`src/pkg/uic_defs.svh`:
```
// Constants of the USB microcontroller interrupt controller
`ifndef UIC_DEFS_SVH
`define UIC_DEFS_SVH

`define UIC_OFS_GLOBAL_EN   8'h20
`define UIC_OFS_EP_EN       8'h21
`define UIC_OFS_STATUS      8'hff
`define UIC_OFS_ADDR_A      8'h10
`define UIC_OFS_ADDR_B      8'h40

`define UIC_GLOBAL_EN_MASK  8'h77
`define UIC_EP_EN_MASK      8'h1f
`define UIC_STAT_PEND_BIT   7
`define UIC_STAT_BRST_BIT   5
`define UIC_STAT_GIE_BIT    2
`define UIC_GE_TWI_BIT      6

`define UIC_NUM_SRC         12
`define UIC_RESET_VEC       14'h0000
`define UIC_VEC_STEP        14'h0002

`define UIC_CLK_PERIOD_NS   50
`define UIC_SE0_MIN_NS      12000
`define UIC_SE0_CYC         ((`UIC_SE0_MIN_NS + `UIC_CLK_PERIOD_NS - 1) / `UIC_CLK_PERIOD_NS)
`define UIC_CALL_CYC        10
`define UIC_JUMP_CYC        5

`endif

```
`src/pkg/uic_pkg.sv`:
```
// Types of the USB microcontroller interrupt controller
`default_nettype none
package uic_pkg;
    typedef enum logic [1:0] {
        UIC_IDLE = 2'b00,
        UIC_CALL = 2'b01,
        UIC_JUMP = 2'b10
    } uic_state_t;
    typedef logic [3:0] uic_src_t;
endpackage
`default_nettype wire

```
`src/rtl/uic_top.sv`:
```
// Interrupt controller with bus reset detection and service sequencer
//
// The plain strobed port was left to the implementer.
`timescale 1ns/1ps
`default_nettype none
`include "uic_defs.svh"
module uic_top #(
    parameter int SE0_CYC  = `UIC_SE0_CYC,
    parameter int CALL_CYC = `UIC_CALL_CYC,
    parameter int JUMP_CYC = `UIC_JUMP_CYC
) (
    input  wire logic        i_core_clk,
    input  wire logic        i_rst,
    input  wire logic [7:0]  i_addr,
    input  wire logic [7:0]  i_wdata,
    input  wire logic        i_wr,
    input  wire logic        i_rd,
    output logic      [7:0]  o_rdata,
    input  wire logic        i_dp,
    input  wire logic        i_dm,
    input  wire logic        i_tmr128_evt,
    input  wire logic        i_tmr1024_evt,
    input  wire logic [4:0]  i_ep_in_ack,
    input  wire logic [4:0]  i_ep_out_ack,
    input  wire logic        i_dac_evt,
    input  wire logic        i_gpio_evt,
    input  wire logic        i_twi_evt,
    input  wire logic        i_instr_done,
    input  wire logic        i_irq_disable_instr,
    input  wire logic        i_irq_enable_instr,
    input  wire logic        i_return_from_service_instr,
    input  wire logic [13:0] i_pc,
    input  wire logic        i_carry_flag,
    input  wire logic        i_zero_flag,
    input  wire logic [15:0] i_stack_rdata,
    output logic             o_stack_wr,
    output logic      [15:0] o_stack_wdata,
    output logic             o_pc_load,
    output logic      [13:0] o_pc_value,
    output logic             o_flag_load,
    output logic             o_carry_flag,
    output logic             o_zero_flag,
    output logic             o_service_busy,
    output logic             o_service_entry,
    output logic             o_gie,
    output logic             o_bus_reset,
    output logic             o_abort_startup,
    output logic      [7:0]  o_usb_addr_a,
    output logic      [7:0]  o_usb_addr_b
);
    import uic_pkg::*;
    localparam int N = `UIC_NUM_SRC;
    logic [7:0]   ge_q, ep_q;
    logic [N-1:0] pend_q, evt, en, req, clr;
    logic [2:0]   dp_s_q, dm_s_q;
    logic [8:0]   se0_cnt_q;
    logic [3:0]   cnt_q;
    logic [13:0]  vec_q;
    uic_src_t     sel, sel_q;
    uic_state_t   state_q;
    logic         brst_flag_q, brst_act_q, dp_q, dm_q;
    logic         se0, brst_det, brst_end;
    logic         any_req, take, call_done;

    // Register writes
    always_ff @(posedge i_core_clk)
    begin
        if (i_rst)
        begin
            ge_q <= 8'h00;
            ep_q <= 8'h00;
        end
        else if (i_wr)
        begin
            if (i_addr == `UIC_OFS_GLOBAL_EN)
                ge_q <= i_wdata & `UIC_GLOBAL_EN_MASK;
            if (i_addr == `UIC_OFS_EP_EN)
                ep_q <= i_wdata & `UIC_EP_EN_MASK;
        end
    end

    // Device address registers, wiped by a bus reset
    always_ff @(posedge i_core_clk)
    begin
        if (i_rst)
        begin
            o_usb_addr_a <= 8'h00;
            o_usb_addr_b <= 8'h00;
        end
        else if (brst_det)
        begin
            o_usb_addr_a <= 8'h00;
            o_usb_addr_b <= 8'h00;
        end
        else if (i_wr)
        begin
            if (i_addr == `UIC_OFS_ADDR_A)
                o_usb_addr_a <= i_wdata;
            if (i_addr == `UIC_OFS_ADDR_B)
                o_usb_addr_b <= i_wdata;
        end
    end

    // Status bit 5: detection wins over a software write
    always_ff @(posedge i_core_clk)
    begin
        if (i_rst)
            brst_flag_q <= 1'b0;
        else if (brst_det)
            brst_flag_q <= 1'b1;
        else if (i_wr && i_addr == `UIC_OFS_STATUS)
            brst_flag_q <= i_wdata[`UIC_STAT_BRST_BIT];
    end

    // Read data, one cycle after the strobe
    always_ff @(posedge i_core_clk)
    begin
        if (i_rst)
            o_rdata <= 8'h00;
        else if (i_rd)
        begin
            case (i_addr)
                `UIC_OFS_GLOBAL_EN: o_rdata <= ge_q;
                `UIC_OFS_EP_EN:     o_rdata <= ep_q;
                `UIC_OFS_ADDR_A:    o_rdata <= o_usb_addr_a;
                `UIC_OFS_ADDR_B:    o_rdata <= o_usb_addr_b;
                `UIC_OFS_STATUS:
                begin
                    o_rdata <= 8'h00;
                    o_rdata[`UIC_STAT_PEND_BIT] <= |pend_q;
                    o_rdata[`UIC_STAT_BRST_BIT] <= brst_flag_q;
                    o_rdata[`UIC_STAT_GIE_BIT]  <= o_gie;
                end
                default:            o_rdata <= 8'h00;
            endcase
        end
        else
            o_rdata <= 8'h00;
    end

    // Upstream line synchronisers
    always_ff @(posedge i_core_clk)
    begin
        if (i_rst)
        begin
            dp_s_q <= 3'h7;
            dm_s_q <= 3'h0;
            dp_q   <= 1'b1;
            dm_q   <= 1'b0;
        end
        else
        begin
            dp_s_q <= {dp_s_q[1:0], i_dp};
            dm_s_q <= {dm_s_q[1:0], i_dm};
            if (dp_s_q[1] == dp_s_q[2])
                dp_q <= dp_s_q[2];
            if (dm_s_q[1] == dm_s_q[2])
                dm_q <= dm_s_q[2];
        end
    end

    assign se0 = ~dp_q & ~dm_q;
    // SE0 duration count; recognised at the 12 us minimum
    always_ff @(posedge i_core_clk)
    begin
        if (i_rst || !se0)
            se0_cnt_q <= 9'h000;
        else if (se0_cnt_q != 9'(SE0_CYC))
            se0_cnt_q <= se0_cnt_q + 9'h001;
    end
    assign brst_det = se0 && (se0_cnt_q == 9'(SE0_CYC - 1));
    always_ff @(posedge i_core_clk)
    begin
        if (i_rst)
            brst_act_q <= 1'b0;
        else if (brst_det)
            brst_act_q <= 1'b1;
        else if (!se0)
            brst_act_q <= 1'b0;
    end
    assign brst_end = brst_act_q && !se0;
    // Bus reset pulses, held low in reset
    always_ff @(posedge i_core_clk)
    begin
        o_bus_reset     <= !i_rst && brst_det;
        o_abort_startup <= !i_rst && brst_det;
    end

    // Source events and enables in vector order
    always_comb
    begin
        evt      = '0;
        evt[0]   = brst_end;
        evt[1]   = i_tmr128_evt;
        evt[2]   = i_tmr1024_evt;
        evt[7:3] = i_ep_in_ack | i_ep_out_ack;
        evt[9]   = i_dac_evt;
        evt[10]  = i_gpio_evt;
        evt[11]  = i_twi_evt;
        en       = '0;
        en[2:0]  = ge_q[2:0];
        en[7:3]  = ep_q[4:0];
        en[9]    = ge_q[4];
        en[10]   = ge_q[5];
        en[11]   = ge_q[`UIC_GE_TWI_BIT];
    end

    // Pending flops; a new event wins over the service clear
    genvar g;
    generate
        for (g = 0; g < N; g++)
        begin : g_pend
            assign clr[g] = take && (sel == uic_src_t'(g));
            always_ff @(posedge i_core_clk)
            begin
                if (i_rst)
                    pend_q[g] <= 1'b0;
                else
                    pend_q[g] <= (pend_q[g] & ~clr[g]) | evt[g];
            end
        end
    endgenerate
    assign req     = pend_q & en;
    assign any_req = |req;
    // Lowest-numbered request wins
    always_comb
    begin
        sel = '0;
        for (int i = N - 1; i >= 0; i--)
        begin
            if (req[i])
                sel = uic_src_t'(i);
        end
    end
    assign take = (state_q == UIC_IDLE) && i_instr_done && o_gie && any_req;
    // Global enable: service clears, return and enable set, disable clears
    always_ff @(posedge i_core_clk)
    begin
        if (i_rst)
            o_gie <= 1'b0;
        else if (take)
            o_gie <= 1'b0;
        else if (i_return_from_service_instr || i_irq_enable_instr)
            o_gie <= 1'b1;
        else if (i_irq_disable_instr)
            o_gie <= 1'b0;
    end

    // Service sequencer; the take cycle counts toward the call, the load comes in the cycle after it
    always_ff @(posedge i_core_clk)
    begin
        if (i_rst)
        begin
            state_q <= UIC_IDLE;
            cnt_q   <= 4'h0;
            sel_q   <= '0;
            vec_q   <= `UIC_RESET_VEC;
        end
        else
        begin
            case (state_q)
                UIC_IDLE:
                begin
                    if (take)
                    begin
                        state_q <= UIC_CALL;
                        cnt_q   <= 4'(CALL_CYC - 2);
                        sel_q   <= sel;
                        vec_q   <= {9'h000, sel, 1'b0} + `UIC_VEC_STEP;
                    end
                end
                UIC_CALL:
                begin
                    if (cnt_q == 4'h0)
                    begin
                        state_q <= UIC_JUMP;
                        cnt_q   <= 4'(JUMP_CYC - 1);
                    end
                    else
                        cnt_q <= cnt_q - 4'h1;
                end
                UIC_JUMP:
                begin
                    if (cnt_q == 4'h0)
                        state_q <= UIC_IDLE;
                    else
                        cnt_q <= cnt_q - 4'h1;
                end
                default:
                    state_q <= UIC_IDLE;
            endcase
        end
    end

    assign call_done = (state_q == UIC_CALL) && (cnt_q == 4'h0);
    // Stack push of counter and flags on the automatic call
    always_ff @(posedge i_core_clk)
    begin
        o_stack_wr <= !i_rst && take;
        if (i_rst)
            o_stack_wdata <= 16'h0000;
        else if (take)
            o_stack_wdata <= {i_zero_flag, i_carry_flag, i_pc};
    end

    // Program counter load: reset vector, service vector or return
    always_ff @(posedge i_core_clk)
    begin
        if (i_rst)
        begin
            o_pc_load    <= 1'b1;
            o_pc_value   <= `UIC_RESET_VEC;
            o_flag_load  <= 1'b0;
            o_carry_flag <= 1'b0;
            o_zero_flag  <= 1'b0;
        end
        else if (call_done)
        begin
            o_pc_load   <= 1'b1;
            o_pc_value  <= vec_q;
            o_flag_load <= 1'b0;
        end
        else if (i_return_from_service_instr)
        begin
            o_pc_load    <= 1'b1;
            o_pc_value   <= i_stack_rdata[13:0];
            o_flag_load  <= 1'b1;
            o_carry_flag <= i_stack_rdata[14];
            o_zero_flag  <= i_stack_rdata[15];
        end
        else
        begin
            o_pc_load   <= 1'b0;
            o_flag_load <= 1'b0;
        end
    end
    // Sequencer busy level and entry pulse
    always_ff @(posedge i_core_clk)
    begin
        o_service_busy  <= !i_rst && (take || (state_q != UIC_IDLE
                           && !(state_q == UIC_JUMP && cnt_q == 4'h0)));
        o_service_entry <= !i_rst && (state_q == UIC_JUMP) && (cnt_q == 4'h0);
    end
endmodule
`default_nettype wire

```
`config.mk`:
```
export PLATFORM = sky130hd
export DESIGN_NAME = uic_top
export DESIGN_NICKNAME = d
export VERILOG_FILES = /design/src/pkg/uic_pkg.sv /design/src/rtl/uic_top.sv
export VERILOG_INCLUDE_DIRS = /design/src /design/src/pkg
export SDC_FILE = /design/constraint.sdc
export NUM_CORES = 1
export LEC_CHECK = 0
export BUFFER_PORTS_ARGS = -buffer_cell sky130_fd_sc_hd__buf_2
export CAP_MARGIN = 25
export CORE_MARGIN = 8
export CORE_UTILIZATION = 52
export CTS_CLUSTER_DIAMETER = 60
export DETAILED_ROUTE_END_ITERATION = 6
export GPL_TIMING_DRIVEN = 0
export PLACE_DENSITY = 0.8
export SLEW_MARGIN = 20
export SYNTH_ARGS = -nofsm -noshare
export SYNTH_HDL_FRONTEND = slang
export SYNTH_SLANG_ARGS = --single-unit
export TNS_END_PERCENT = 1
```
`constraint.sdc`:
```
create_clock -name i_core_clk -period 2.5 [get_ports i_core_clk]
set_input_delay 0.5 -clock i_core_clk [delete_from_list [all_inputs] [get_ports i_core_clk]]
set_output_delay 0.5 -clock i_core_clk [all_outputs]
set_load 0.02 [all_outputs]
```
==> impl_metrics.env, run 1 <==
export IMPL_yosys_warnings=0
export IMPL_clk_path_buf_depth=2
export IMPL_vdd_drop_max_mv=0.416
export IMPL_synth_nets=629
export IMPL_first_global_vias=4612
export IMPL_area_delta_synth_final_pct=28.2
export IMPL_post_route_period_util_pct=88.9
export IMPL_final_nets=781
export IMPL_core_area_um2=9150
export IMPL_cts_htree_levels=4
export IMPL_start_util_pct=53.2
export IMPL_grt_max_degree=17
export IMPL_hold_path_class="primary input to register"
export IMPL_met1_usage_pct=24.7
export IMPL_grt_overflow=0
export IMPL_grt_use_total_pct=21.9
export IMPL_synth_xor_area_share_pct=1.80
export IMPL_layout_commonest_cell="buf_2"
export IMPL_viasPerCell=5.68
export IMPL_vias=4666
export IMPL_synth_top_family_by_area="simple AND/OR/NAND/NOR gates"
export IMPL_post_cts_setup_buffer_count=0
export IMPL_cts_tree="yes"
export IMPL_max_freq_mhz=450
export IMPL_synthDistinctLibCells=59
export IMPL_cpPeakStageDelay_ps=520
export IMPL_grt_use_met2_pct=37.8
export IMPL_cp_required_ps=2910
export IMPL_synth_fa_ha_area_share_pct=2.83
export IMPL_ys_ff_latch=116
export IMPL_setup_viol=0
export IMPL_antenna_found_initial=0
export IMPL_cp_startpoint="cnt_q[0]"
export IMPL_die_h_um=113
export IMPL_cts_buffers=17
export IMPL_tns_ps=0
export IMPL_final_cell_mix="133 x buf_2, 116 x dfxtp_1, 92 x nand2_1"
export IMPL_busiest_layer="met2"
export IMPL_finalMaxSlewViolations=0
export IMPL_r2r_start="cnt_q[0]"
export IMPL_skew_ps=8.01
export IMPL_post_route_util_pct=68.2
export IMPL_synth_simple_area_share_pct=21.7
export IMPL_muxShareOfSynthArea_pct=3.39
export IMPL_drt_wl_total_um=13800
export IMPL_first_pass_iters=7
export IMPL_crit_type="register to register"
export IMPL_yosysSeqAreaShare_pct=47.7
export IMPL_cellPowerDensity_nw_per_um2=709
export IMPL_syn_area_per_cell_um2=8.94
export IMPL_dp_cells=789
export IMPL_drtIter0Drc=391
export IMPL_grt_pass1_wl_um=22500
export IMPL_synth_ff_type="dfxtp_1"
export IMPL_globalplace_congestion=0.910
export IMPL_clk_latency_ps=520
export IMPL_cts_sinks=116
export IMPL_critPathTopFamily="simple AND/OR/NAND/NOR gates"
export IMPL_crit_path_end_kind="register"
export IMPL_drt_wirelength_per_cell_um=16.8
export IMPL_tightestPinTransition_ps=757
export IMPL_hpwl_um=10200
export IMPL_layout_cells_non_filler=821
export IMPL_min_from="i_dp"
export IMPL_multi_input_comb_area_um2=2350
export IMPL_p_leak_nw=2.66
export IMPL_worstPathMaxFanout=10
export IMPL_synth_edf_count=0
export IMPL_ant_nets=0
export IMPL_worstPathArrival_ps=2630
export IMPL_worstPathCellList="inv_1 > ha_1 > nor3b_1 > nand2_1 > and3_1 > clkbuf_1 > a22o_1"
export IMPL_drc_errors=2
export IMPL_timing_max_cap_violations=0
export IMPL_postSynthCellCount=545
export IMPL_seq_area_um2=2320
export IMPL_fin_hold_ws_ps=173
export IMPL_status="finished with violations"
export IMPL_rsz0062_at_grt="false"
export IMPL_fp_row_count=35
export IMPL_dieArea_um2=12700
export IMPL_cp_num_buf_inv=2
export IMPL_die_w_um=113
export IMPL_ios=137
export IMPL_final_hold_viol_count=0
export IMPL_synth_compound_area_share_pct=18.2
export IMPL_worstSetupStartpointType="register"
export IMPL_netlist_area_um2=4870
export IMPL_fillers=723
export IMPL_fin_crit_ps=2220
export IMPL_n_antenna_cell=0
export IMPL_met3_usage_pct=5.64
export IMPL_drive_above_1_share_pct=28.3
export IMPL_clock_root_buffer="clkbuf_8"
export IMPL_port_buffers=133
export IMPL_path_clk_slew_ps=60
export IMPL_failed_checks="design-rule violations"
export IMPL_crit_slowest_cell="nor3b_1"
export IMPL_async_flop_share_pct=0
export IMPL_totalPowerFinal_mw=4.42
export IMPL_relSlewSlack_pct=49.5
==> power by group <==
group | internal, mW | total (mW) | switching, mW
Combinational | 0.0919 | 0.225 | 0.133
Sequential | 1.88 | 1.91 | 0.0285
Clock | 1.34 | 2.29 | 0.944
==> state kept, by name, indices dropped and copies added, names as in the netlist, 2 cells and up <==
name	count
o_usb_addr_b	8
o_rdata	8
dm_s_q	3
se0_cnt_q	9
ge_q	6
ep_q	5
state_q	2
o_pc_value	14
o_stack_wdata	16
vec_q	5
o_usb_addr_a	8
pend_q	12
cnt_q	4
dp_s_q	3
==> cell families after synthesis <==
family | after synthesis
multiplexers | 16
AND/OR/NAND/NOR | 221
adder cells (fa/ha/maj) | 11
AO/OA/AOI/OAI | 129
XOR/XNOR | 10
buffers and inverters | 42
flip-flops | 116
==> layout make-up <==
| class | instances | share of cell area, % |
|---|---|---|
| plain buffers | 26 | 2.40 |
| flip-flops and latches | 116 | 37.2 |
| well taps | 111 | 2.22 |
| inverters | 16 | 0.962 |
| clock inverters | 15 | 2.32 |
| repair buffers | 133 | 10.7 |
| clock buffers | 17 | 6.63 |
| multi-input cells | 387 | 37.6 |
==> final timing paths <==
check / end / slack [ps] / cells past startpoint
worst min register to register: dp_s_q[1] / 430 / 1
worst max register to register: o_pc_value[12] / 280 / 7
worst min-delay path: dp_s_q[0] / 170 / 2
worst max-delay path: o_pc_value[12] / 280 / 7
==> metal layers <==
layer | share of wire, % | up-vias
li1 | - | 2236
met1 | 40 | 2217
met2 | 52 | 178
met3 | 6.1 | 35
met4 | 2.6 | 0
met5 | 0 | -
==> synth_stat cells, drive strengths merged (2+ instances only) <==
cell type  count  share of area [%]
a21oi         60                6.5
and4bb         2               0.51
o21bai         2               0.54
o31ai          2               0.31
a21o           3               0.46
and2           3               0.39
a222oi         7                1.4
nand2         92                7.1
nand4          6               0.90
and3           5               0.64
nor4           4               0.82
buf           11                1.9
clkbuf        15                1.2
nor4b          2               0.36
nand2b         2               0.26
xnor2          6                1.1
nor3           6               0.85
a32o           2               0.41
nor2b          3               0.39
a22o          12                2.2
a22oi          8                1.2
mux2i         12                2.5
dfxtp        116                 48
xor2           4               0.72
nand3         35                3.7
a211oi        13                2.0
ha            11                2.8
o21ai          9                1.0
a311oi         3               0.54
inv           16                1.2
or2            3               0.39
nor2          48                3.7
or3            3               0.49
mux2           4               0.92
nor3b          2               0.31
==> through the flow <==
step | area [um2] | setup WS (ps)
finish | 6240 | 279
global route | 6240 | 66.7
CTS | 6230 | 41.3
detailed placement | 5670 | 93.8
global placement | 5670 | 168
floorplan | 4870 | 579
==> what timing repair did <==
action	4_1_cts	5_1_grt
hold buffers	0	0
endpoints found under the setup margin	0	3
gates resized for setup	0	2
Note: power is estimated with default switching activity, not from simulation.
==> run 2, diff against run 1 <==
Settings changed: GPL_TIMING_DRIVEN 0 to unset.
==> impl_metrics.env, run 2 (synthesis results as in run 1) <==
export IMPL_final_nets=768
export IMPL_timing_final_ws_setup_ps=314
export IMPL_path_depth=8
export IMPL_worstPathCellList="inv_1 > ha_1 > nand3_1 > a2111oi_0 > buf_4 > nand2_1 > a211oi_1 > nor2_1"
export IMPL_cts_buffers=17
export IMPL_dieArea_um2=12700
export IMPL_pwr_share_seq_pct=40.6
export IMPL_ant_nets=0
export IMPL_status="finished, final reports clean"
export IMPL_grt_use_total_pct=21.5
export IMPL_fillers=725
export IMPL_postCtsHoldBufs=0
export IMPL_top_regs="o_stack_wdata x16, o_pc_value x14, pend_q x12"
export IMPL_first_pass_iters=5
export IMPL_drtIter0Drc=306
export IMPL_finalMaxSlewViolations=0
export IMPL_path_clk_slew_ps=60
export IMPL_setup_viol=0
export IMPL_hpwl_um=9640
export IMPL_cts_sinks=116
export IMPL_totalPowerFinal_mw=4.72
export IMPL_regMostFlops="o_stack_wdata"
export IMPL_drc_errors=0
export IMPL_grt_overflow=0
export IMPL_worstPathArrival_ps=2580
export IMPL_timing_max_cap_violations=0
export IMPL_vdd_drop_max_mv=0.413
export IMPL_drive_above_1_share_pct=28.8
export IMPL_cp_required_ps=2890
export IMPL_rsz0062_at_grt="false"
export IMPL_hold_path_class="primary input to register"
export IMPL_layout_commonest_cell="buf_2"
export IMPL_first_global_vias=4676
export IMPL_cts_tree="yes"
export IMPL_skew_ps=7.37
export IMPL_crit_type="register to register"
export IMPL_core_area_um2=9150
export IMPL_post_route_util_pct=68.2
export IMPL_ios=137
export IMPL_worstRegToRegCells=8
export IMPL_final_hold_viol_count=0
export IMPL_cts_htree_levels=4
export IMPL_grt_pass1_wl_um=22400
export IMPL_power_switching_mw=0.990
export IMPL_worstPathMaxFanout=7
export IMPL_largest_reg_flops=16
export IMPL_final_cell_mix="136 x buf_2, 116 x dfxtp_1, 92 x nand2_1"
export IMPL_fin_crit_ps=2190
export IMPL_cp_num_buf_inv=2
export IMPL_viasPerCell=5.72
export IMPL_clk_latency_ps=510
export IMPL_port_buffers=136
export IMPL_layout_cells_non_filler=806
export IMPL_area_delta_synth_final_pct=28.2
export IMPL_drt_wl_total_um=13800
export IMPL_start_util_pct=53.2
export IMPL_cpPeakStageDelay_ps=470
export IMPL_crit_path_end_kind="register"
export IMPL_relSlewSlack_pct=57.6
export IMPL_die_w_um=113
export IMPL_max_freq_mhz=457
export IMPL_globalplace_congestion=0.863
export IMPL_switching_share_pct=21.0
export IMPL_critPathTopFamily="compound AO/OA/AOI/OAI gates"
export IMPL_worstSetupStartpointType="register"
export IMPL_cellPowerDensity_nw_per_um2=756
export IMPL_cts_resized=0
export IMPL_n_antenna_cell=0
export IMPL_clk_path_buf_depth=2
export IMPL_drt_wirelength_per_cell_um=17.1
export IMPL_tns_ps=0
export IMPL_tightestPinTransition_ps=635
export IMPL_post_route_period_util_pct=87.5
export IMPL_comb_power_share_pct=4.6
export IMPL_crit_slowest_cell="a2111oi_0"
export IMPL_post_cts_setup_buffer_count=0
export IMPL_grt_max_degree=36
export IMPL_internal_power_mw=3.73
export IMPL_die_h_um=113
export IMPL_fp_row_count=35
export IMPL_pre_cts_slack_ps=230
export IMPL_min_path_cells=2
export IMPL_final_area_um2=6240
export IMPL_antenna_found_initial=0
export IMPL_placed_area_um2=5610
export IMPL_clock_root_buffer="clkbuf_8"
export IMPL_p_clk_share_pct=54.9
export IMPL_fin_hold_ws_ps=173
export IMPL_vias=4612
export IMPL_p_leak_nw=2.68
export IMPL_dp_cells=776
==> run 2: cell types whose count changed in the layout (fill, tap and decap cells not counted), moves of 2 or more <==
cell,change
buf_2,+3
clkbuf_8,+2
inv_6,-7
clkbuf_1,-14
buf_6,-4
clkinv_4,-2
buf_4,+4
bufinv_16,+4
==> run 2: layer usage <==
metal / global-route usage [%] / vias up / routed length, um
met5: 0 / - / 0
met4: 10.2 / 0 / 339
met3: 5.54 / 32 / 776
met2: 38.4 / 170 / 7250
met1: 23.1 / 2198 / 5440
li1: - / 2212 / -
==> run 2: final timing paths <==
| kind | start | end | slack, ps |
|---|---|---|---|
| max | state_q[0] | pend_q[5] | 310 |
| min | i_dp | dp_s_q[0] | 170 |
| max reg2reg | state_q[0] | pend_q[5] | 310 |
| min reg2reg | dp_s_q[0] | dp_s_q[1] | 430 |
==> run 2: cell type report <==
| cell class | instances | area, um2 | share of cell area (%) |
|---|---|---|---|
| Clock buffer | 20 | 445 | 7.13 |
| Clock inverter | 10 | 180 | 2.89 |
| Inverter | 16 | 60.1 | 0.962 |
| Multi-Input combinational cell | 387 | 2340 | 37.5 |
| Sequential cell | 116 | 2320 | 37.2 |
| Tap cell | 111 | 139 | 2.22 |
| Timing Repair Buffer | 146 | 756 | 12.1 |
==> run 2: power groups by stage <==
stage	clock network [mW]	logic [mW]	registers [mW]
after floorplan	0	0.0878	1.97
after global placement	0	0.209	1.95
after detailed placement	0	0.213	1.95
after CTS	2.61	0.216	1.91
after global routing	2.69	0.234	1.92
final	2.59	0.216	1.91
